### config.mk
export PLATFORM = sky130hd
export DESIGN_NAME = aots_core
export DESIGN_NICKNAME = d
export VERILOG_FILES = /design/src/rtl/aots_pkg.sv /design/src/rtl/aots_ovr_chan.sv /design/src/rtl/aots_core.sv
export SDC_FILE = /design/constraint.sdc
export NUM_CORES = 1
export LEC_CHECK = 0
export BUFFER_PORTS_ARGS = -buffer_cell sky130_fd_sc_hd__buf_2
export CAP_MARGIN = 30
export CORE_MARGIN = 5
export CORE_UTILIZATION = 55
export DETAILED_ROUTE_END_ITERATION = 16
export PLACE_DENSITY = 0.78
export SYNTH_ARGS = -nofsm -noshare
export SYNTH_HDL_FRONTEND = slang
export SYNTH_SLANG_ARGS = --single-unit
export TNS_END_PERCENT = 1
### constraint.sdc
create_clock -name mclk_in -period 3.35 [get_ports mclk_in]
set_input_delay 0.5025 -clock mclk_in [delete_from_list [all_inputs] [get_ports mclk_in]]
set_output_delay 0.5025 -clock mclk_in [all_outputs]
set_load 0.02 [all_outputs]
### src/rtl/aots_pkg.sv
// Purpose: shared constants and carrier types for the over-range core
// Assumes: 12-bit two's complement samples, 8-bit thresholds
// Notes: stretch length is 8 << select, counted in device clocks
package aots_pkg;
  localparam int SAMPLE_W = 12;
  localparam int MAG_W = 8;
  localparam int SEL_W = 3;
  localparam int STRETCH_W = 11;
  localparam logic [STRETCH_W-1:0] STRETCH_BASE = 11'h008;
  localparam logic [STRETCH_W-1:0] STRETCH_ZERO = 11'h000;
  localparam logic [SAMPLE_W-1:0] SAMPLE_ZERO = 12'h000;
  localparam logic [MAG_W-1:0] MAG_MAX = 8'h7f;
  localparam logic [1:0] CAL_OFF = 2'h0;
  localparam logic [1:0] CAL_FG = 2'h1;
  localparam logic [1:0] CAL_BG = 2'h2;
  localparam logic [MAG_W-1:0] MAG_MIN = 8'h80;
  localparam logic [SAMPLE_W-1:0] MARK_MASK = 12'h010;
  localparam logic [6:0] CAL_LEN = 7'h40;
  localparam logic [1:0] TRIG_IDLE = 2'h1;

  // one sample pair, one code for each output stream
  typedef struct packed {
    logic [SAMPLE_W-1:0] a;
    logic [SAMPLE_W-1:0] b;
  } aots_pair_type;

  // programmed over-range configuration
  typedef struct packed {
    logic [MAG_W-1:0] high_thr;
    logic [MAG_W-1:0] low_thr;
    logic [SEL_W-1:0] sel;
  } aots_ovr_cfg_type;
endpackage

### src/rtl/aots_ovr_chan.sv
// Purpose: over-range detect and pulse stretch for one sample stream
// Assumes: sample is registered on the same clock
// Notes: two flags, index 0 high threshold, index 1 low threshold
`timescale 1ns/10ps
module aots_ovr_chan
(
  input wire logic mclk_in,
  input wire logic srst_in,
  input wire logic valid_in,
  input wire logic [aots_pkg::SAMPLE_W-1:0] sample_in,
  input wire aots_pkg::aots_ovr_cfg_type cfg_in,
  output logic [1:0] flag_out
);
  logic [aots_pkg::MAG_W-1:0] top_bits;
  logic [aots_pkg::MAG_W-1:0] mag;
  logic [aots_pkg::MAG_W-1:0] thr [2];
  logic [aots_pkg::STRETCH_W-1:0] load_len;

  // upper eight bits, magnitude saturating -128 to 127
  assign top_bits = sample_in[aots_pkg::SAMPLE_W-1 -: aots_pkg::MAG_W];
  assign mag = (top_bits == aots_pkg::MAG_MIN) ? aots_pkg::MAG_MAX :
    (top_bits[7] ? 8'(-top_bits) : top_bits);
  assign thr[0] = cfg_in.high_thr;
  assign thr[1] = cfg_in.low_thr;
  assign load_len = aots_pkg::STRETCH_BASE << cfg_in.sel;

  // per-threshold stretch counter, restarted by each hit
  genvar gi;
  generate
    for (gi = 0; gi < 2; gi++)
    begin : g_thr
      logic [aots_pkg::STRETCH_W-1:0] cnt_q;
      logic [aots_pkg::STRETCH_W-1:0] cnt_d;
      logic hit;
      assign hit = valid_in && (mag >= thr[gi]);
      assign cnt_d = hit ? load_len :
        (cnt_q != aots_pkg::STRETCH_ZERO ? cnt_q - 11'h001 : cnt_q);
      always_ff @(posedge mclk_in)
      begin
        if (srst_in)
        begin
          cnt_q <= aots_pkg::STRETCH_ZERO;
          flag_out[gi] <= 1'b0;
        end
        else
        begin
          cnt_q <= cnt_d;
          flag_out[gi] <= (cnt_d != aots_pkg::STRETCH_ZERO);
        end
      end
    end
  endgenerate
endmodule

### src/rtl/aots_core.sv
// Purpose: digital side of a dual or single channel sampling core
// Assumes: converted codes arrive per edge as 12-bit two's complement
// Notes: analog path, link and clock trim are outside this block
// Notes: the marker trails its trigger by the two synchroniser stages
// Notes: a calibration start with mode 0 or 3 is ignored
`timescale 1ns/10ps
module aots_core
(
  input wire logic mclk_in,
  input wire logic srst_in,
  input wire logic single_mode_in,
  input wire logic [aots_pkg::SAMPLE_W-1:0] rise_code_a_in,
  input wire logic [aots_pkg::SAMPLE_W-1:0] rise_code_b_in,
  input wire logic [aots_pkg::SAMPLE_W-1:0] fall_code_in,
  input wire logic [aots_pkg::MAG_W-1:0] high_overrange_threshold_in,
  input wire logic [aots_pkg::MAG_W-1:0] low_overrange_threshold_in,
  input wire logic [aots_pkg::SEL_W-1:0] overrange_stretch_select_in,
  input wire logic marker_enable_in,
  input wire logic marker_trigger_in_pos,
  input wire logic marker_trigger_in_neg,
  input wire logic [1:0] cal_mode_in,
  input wire logic cal_start_in,
  output logic [aots_pkg::SAMPLE_W-1:0] sample_a_out,
  output logic [aots_pkg::SAMPLE_W-1:0] sample_b_out,
  output logic sample_valid_out,
  output logic chan_a_high_flag_pin_out,
  output logic chan_a_low_flag_pin_out,
  output logic chan_b_high_flag_pin_out,
  output logic chan_b_low_flag_pin_out,
  output logic cal_busy_out
);
  // capture, trigger and calibration state
  aots_pkg::aots_pair_type cap_q;
  aots_pkg::aots_pair_type cap_d;
  aots_pkg::aots_ovr_cfg_type cfg;
  logic cap_valid_q;
  logic [1:0] trig_meta_q;
  logic [1:0] trig_sync_q;
  logic trig_cap_q;
  logic trig_level;
  logic cal_go;
  logic [6:0] cal_cnt_q;
  logic cal_fg_q;
  logic cal_bg_q;
  logic sampling_on;
  logic [1:0] flag_a;
  logic [1:0] flag_b;
  logic [aots_pkg::SAMPLE_W-1:0] mark_a;
  logic [aots_pkg::SAMPLE_W-1:0] mark_b;
  logic [aots_pkg::SAMPLE_W-1:0] mark_bits;
  logic [aots_pkg::SAMPLE_W-1:0] out_a;
  logic [aots_pkg::SAMPLE_W-1:0] out_b;

  // each leg synchronised on its own; gating them first would let a
  // skewed edge between the legs glitch into the meta flop
  always_ff @(posedge mclk_in)
  begin
    if (srst_in)
    begin
      trig_meta_q <= aots_pkg::TRIG_IDLE;
      trig_sync_q <= aots_pkg::TRIG_IDLE;
    end
    else
    begin
      trig_meta_q <= {marker_trigger_in_pos, marker_trigger_in_neg};
      trig_sync_q <= trig_meta_q;
    end
  end

  // differential level decoded only once both legs are settled
  assign trig_level = trig_sync_q[1] & ~trig_sync_q[0];

  // foreground calibration stops sampling; background keeps it running
  assign sampling_on = ~cal_fg_q;

  // a start counts only when idle and with a mode that does something
  assign cal_go = cal_start_in && !cal_fg_q && !cal_bg_q &&
    (cal_mode_in == aots_pkg::CAL_FG || cal_mode_in == aots_pkg::CAL_BG);

  // calibration sequencer, fixed length countdown
  always_ff @(posedge mclk_in)
  begin
    if (srst_in)
    begin
      cal_cnt_q <= 7'h00;
      cal_fg_q <= 1'b0;
      cal_bg_q <= 1'b0;
    end
    else if (cal_go)
    begin
      cal_cnt_q <= aots_pkg::CAL_LEN;
      cal_fg_q <= (cal_mode_in == aots_pkg::CAL_FG);
      cal_bg_q <= (cal_mode_in == aots_pkg::CAL_BG);
    end
    else if (cal_cnt_q != 7'h00)
    begin
      cal_cnt_q <= cal_cnt_q - 7'h01;
      if (cal_cnt_q == 7'h01)
      begin
        cal_fg_q <= 1'b0;
        cal_bg_q <= 1'b0;
      end
    end
  end

  // dual mode: both rising codes; single mode: rising then falling
  assign cap_d.a = rise_code_a_in;
  assign cap_d.b = single_mode_in ? fall_code_in : rise_code_b_in;

  // capture stage; codes stay two's complement end to end
  always_ff @(posedge mclk_in)
  begin
    if (srst_in)
    begin
      cap_q <= '0;
      cap_valid_q <= 1'b0;
      trig_cap_q <= 1'b0;
    end
    else
    begin
      cap_q <= cap_d;
      cap_valid_q <= sampling_on;
      trig_cap_q <= trig_level;
    end
  end

  // one threshold set shared by both channels
  assign cfg.high_thr = high_overrange_threshold_in;
  assign cfg.low_thr = low_overrange_threshold_in;
  assign cfg.sel = overrange_stretch_select_in;

  aots_ovr_chan u_ovr_a
  (
    .mclk_in(mclk_in),
    .srst_in(srst_in),
    .valid_in(cap_valid_q),
    .sample_in(cap_q.a),
    .cfg_in(cfg),
    .flag_out(flag_a)
  );

  aots_ovr_chan u_ovr_b
  (
    .mclk_in(mclk_in),
    .srst_in(srst_in),
    .valid_in(cap_valid_q),
    .sample_in(cap_q.b),
    .cfg_in(cfg),
    .flag_out(flag_b)
  );

  // marker replaces the LSB of the 8-bit view, bit 4 of the word
  assign mark_bits = trig_cap_q ? aots_pkg::MARK_MASK :
    aots_pkg::SAMPLE_ZERO;
  assign mark_a = marker_enable_in ?
    ((cap_q.a & ~aots_pkg::MARK_MASK) | mark_bits) : cap_q.a;
  assign mark_b = marker_enable_in ?
    ((cap_q.b & ~aots_pkg::MARK_MASK) | mark_bits) : cap_q.b;

  // invalid cycles show zero so a stopped core never leaks stale codes
  assign out_a = cap_valid_q ? mark_a : aots_pkg::SAMPLE_ZERO;
  assign out_b = cap_valid_q ? mark_b : aots_pkg::SAMPLE_ZERO;

  // sample outputs and their valid strobe
  always_ff @(posedge mclk_in)
  begin
    if (srst_in)
    begin
      sample_a_out <= aots_pkg::SAMPLE_ZERO;
      sample_b_out <= aots_pkg::SAMPLE_ZERO;
      sample_valid_out <= 1'b0;
    end
    else
    begin
      sample_a_out <= out_a;
      sample_b_out <= out_b;
      sample_valid_out <= cap_valid_q;
    end
  end

  // flag pins; one cycle behind the stretch counters
  always_ff @(posedge mclk_in)
  begin
    if (srst_in)
    begin
      chan_a_high_flag_pin_out <= 1'b0;
      chan_a_low_flag_pin_out <= 1'b0;
      chan_b_high_flag_pin_out <= 1'b0;
      chan_b_low_flag_pin_out <= 1'b0;
    end
    else
    begin
      chan_a_high_flag_pin_out <= flag_a[0];
      chan_a_low_flag_pin_out <= flag_a[1];
      chan_b_high_flag_pin_out <= flag_b[0];
      chan_b_low_flag_pin_out <= flag_b[1];
    end
  end

  // busy covers both calibration kinds; a pin, so it is registered
  always_ff @(posedge mclk_in)
  begin
    if (srst_in)
    begin
      cal_busy_out <= 1'b0;
    end
    else
    begin
      cal_busy_out <= cal_fg_q | cal_bg_q;
    end
  end
endmodule

==> out/qor.log <==
[global_routing] number of antenna violations at the first check in global routing 0
[setup_path] Worst Path Class, Setup reg2reg
[global_routing] M3 GR Usage 0.0629
[min_path] Min-Delay Startpoint marker_trigger_in_neg
[placement] Cells after DPL 904
[sta] unrepaired setup endpoints after global routing no
[yosys] Avg Inst Size Synth 8.66 um2
[sta] final setup fails 0
[final_layout] area of the multi-input gates 0.00339 mm2
[sta] worst relative slew slack 0.427
[clock_tree] clock insertion delay at the later pin of the skew report 0.52 ns
[sta] final-report max-slew violation count 0
[die] height of the die 114 um
[route] post-detailed-route count of antenna-violating nets 0
[global_routing] via count of the first global-routing pass 5016
[pwr] maximum VDD drop 443 uV
[final_layout] Area growth syn-to-layout 18.5%
[die] cell row count 38
[route] Detailed Route Iter0 Violations 359
[final_layout] Reg area 0.00234 mm2
[yosys] count of flip-flops with a built-in enable after synthesis 0
[min_path] class of the tightest hold or removal check in2reg
[job] maxcap violations 0
[global_routing] maximum number of pins on one net before global-route repair 84
[setup_path] critical path required time 3.77 ns
[route] Routed WL 13.4 mm
[sta] achievable clock frequency 339 MHz
[die] Core ar. 0.0107 mm2
[setup_path] maximum single-stage delay on the critical path 0.42 ns
[sta] Fin. Hold Viols 0
[global_routing] global routing usage on met1 0.250
[sta] Clock Skews 0.00950 ns
[clock_tree] clock-pin slew on the worst setup and hold paths 0.05 ns
[setup_path] category of the worst setup path launch point flop
[yosys] largest area contributor in the netlist dfxtp_1
[yosys] total standard cell area after synthesis 0.00597 mm2
[setup_path] type of element capturing the critical path flop
[setup_path] Crit Path Max Fanout 10
[sta] minimum clock period after layout 2.95 ns
[yosys] largest cells by area after synthesis dfxtp_1 (39%), ha_1 (8.8%), nor2_1 (5.6%)
[setup_path] critical register-to-register path endpoint u_ovr_a.g_thr[1].cnt_q[1]$_SDFF_PP0_
[yosys] cell with the most instances after synthesis dfxtp_1
[final_layout] number of filler instances in the final layout 866
[die] floorplan die width 114 um
[clock_tree] Post-CTS Setup Bufs 0
[die] number of top-level pins 94
[route] DRC 0
[sta] transition at the pin with the smallest max-transition slack 0.858 ns
[placement] final estimated routing congestion in global placement 0.913
[clock_tree] clock sinks 117
[global_routing] met2 usage 0.380
[yosys] most frequent cells after synthesis dfxtp_1 (117), nor2_1 (89), nand2_1 (44)
[yosys] synthesized netlist net count 796
[sta] post-route fraction of the period consumed by the critical path 0.880
[setup_path] crit path DAT 3.37 ns
[route] DRT Pass-1 Iters 5
[clock_tree] number of buffers between clock root and the deepest sink 2
[placement] DPL Wire Length 9.99 mm
[status] status completed
[setup_path] cell at the slowest stage of the critical path or3_1
[global_routing] global-route layer with the greatest usage met2
[final_layout] Final Core Density 0.659
[clock_tree] clock tree from TritonCTS built
[final_layout] antenna cells 0
[global_routing] gr ovfl total 0
[yosys] predominant post-synthesis flop cell dfxtp_1
[setup_path] r2r startpoint cap_q[18]$_SDFF_PP0_
[setup_path] cell chain of the critical path or3_1, o31ai_1, xor2_1, nand2_1, ha_1, a21o_1, a21o_1, a21oi_1, o22a_1, nand2b_1, a211oi_1
[yosys] post-synthesis cell type count 57
[die] starting density of the core 0.556
[yosys] proportion of synthesized chip area in sequential cells 0.392
[setup_path] R2R setup slack 0.40 ns
[sta] total negative slack 0 ns
[final_layout] non-filler cells in the finished layout 934
[clock_tree] clock tree root buffer cell clkbuf_8
[yosys] Async S/R FF share, synth 0
[yosys] flip-flop and latch count after synthesis 117
[route] via density per instance 5.51
[placement] number of buffer cells added on primary ports 93
[global_routing] first-pass GRT wire length 22.6 mm
[setup_path] most numerous cell on the critical path a21o_1
[yosys] synthesis warning total 0
[min_path] number of instances on the worst hold path 2
[yosys] Mapped Cells 690
[clock_tree] total clock buffers created by CTS 17
[yosys] fraction of post-synthesis cell area in the top cell type by area 0.392
[global_routing] total track usage 0.216
[route] routed wirelength normalized by instance count 14.3 um
[pwr] P per Cell Area 813 mW/mm2
[setup_path] cell count of the worst reg-to-reg path 11
[pwr] leakage power of the design 3.30 nW
[final_layout] net count reported at finish 889
[clock_tree] maximum level of the CTS H-tree 4
[final_layout] layout cell share with drive strength beyond 1 0.174
[die] die area 0.0130 mm2
[route] total via count in the routed design 5148
[min_path] end point of the most critical hold path trig_meta_q[0]$_SDFF_PP1_
## kinds of logic after synthesis
| group | count (synthesis) | share of synthesized area |
|---|---|---|
| and+or+nand+nor | 296 | 0.264 |
| muxes | 30 | 0.0505 |
| DFF | 117 | 0.392 |
| AOI/OAI and AO/OA | 116 | 0.123 |
| adders and majority gates | 43 | 0.0897 |
| xor gates and xnor gates | 27 | 0.0396 |
| buffers and inverters | 61 | 0.0409 |
## state kept, by name, summed over array words and instances (netlist names), 2 cells and up
register and count:
u_ovr_a.flag_out 2, u_ovr_a.g_thr.cnt_q 22, cal_cnt_q 7, trig_sync_q 2, u_ovr_b.g_thr.cnt_q 22, sample_a_out 12
sample_b_out 12, cap_q 24, u_ovr_b.flag_out 2, trig_meta_q 2
## cells in the final DEF (no fill, tap or decap), types with 17 or more instances in the layout
master and n:
a211oi_1 17, a21oi_1 34, and2_1 24, buf_2 93, dfxtp_1 117, ha_1 42
inv_1 37, mux2i_1 29, nand2_1 44, nor2_1 89, nor2b_1 27, nor3_1 28
o21ai_0 26
## layout make-up
class                   instances  share of cell area
clock buffers                  27              0.0723
clock inverters                 3             0.00247
inverters                      37              0.0196
multi-input cells             512               0.479
flip-flops and latches        117               0.331
well taps                     140              0.0247
repair buffers                 98              0.0710
## metal layers
| layer | up-vias | share of wire |
|---|---|---|
| met3 | 13 | 0.061 |
| met2 | 141 | 0.50 |
| met5 | - | 0 |
| li1 | 2617 | - |
| met1 | 2377 | 0.42 |
| met4 | 0 | 0.012 |
## timing repair
item | 4_1_cts | 5_1_grt
hold buffers | 0 | 0
setup endpoints to repair | 0 | 5
resized for setup | 0 | 1
## report_power, final
group	switching [mW]	total (mW)	internal, mW
Sequential	0.301	1.96	1.66
Combinational	1.22	2.21	0.989
Clock	0.570	1.58	1.01
## worst max-delay path by stage
stage	start	to	slack, ns	cells past startpoint
final	cap_q[18]$_SDFF_PP0_	u_ovr_a.g_thr[1].cnt_q[1]$_SDFF_PP0_	0.40	11
after global routing	cap_q[7]$_SDFF_PP0_	u_ovr_b.g_thr[1].cnt_q[1]$_SDFF_PP0_	0.12	11
after CTS	cap_q[11]$_SDFF_PP0_	u_ovr_b.g_thr[1].cnt_q[5]$_SDFF_PP0_	0.33	11
after detailed placement	cap_q[11]$_SDFF_PP0_	u_ovr_b.g_thr[1].cnt_q[5]$_SDFF_PP0_	0.34	11
after global placement	cap_q[11]$_SDFF_PP0_	u_ovr_b.g_thr[1].cnt_q[5]$_SDFF_PP0_	0.49	11
after floorplan	cap_q[7]$_SDFF_PP0_	u_ovr_b.g_thr[1].cnt_q[10]$_SDFF_PP0_	0.57	11
## per-stage QoR
stage	setup slack [ns]	instance area, um2	total power, mW	hold slack, ns
4_1_cts	0.327	7070	5.77	0.136
5_1_grt	0.118	7080	6.20	0.147
2_1_floorplan	0.566	5970	3.70	0.373
3_5_place_dp	0.344	6550	4.16	0.386
6_report	0.402	7080	5.75	0.167
3_3_place_gp	0.491	6550	4.04	0.379
## worst max-delay path: cells and delay by family (launching register included)
kind | cells | cell delay [ns]
flip-flops | 1 | 0.34
adder cells (fa/ha/maj) | 1 | 0.29
AO/OA/AOI/OAI | 6 | 1.38
XOR/XNOR | 1 | 0.17
AND/OR/NAND/NOR | 3 | 0.67
No activity file was read; power rests on OpenSTA's default activity.
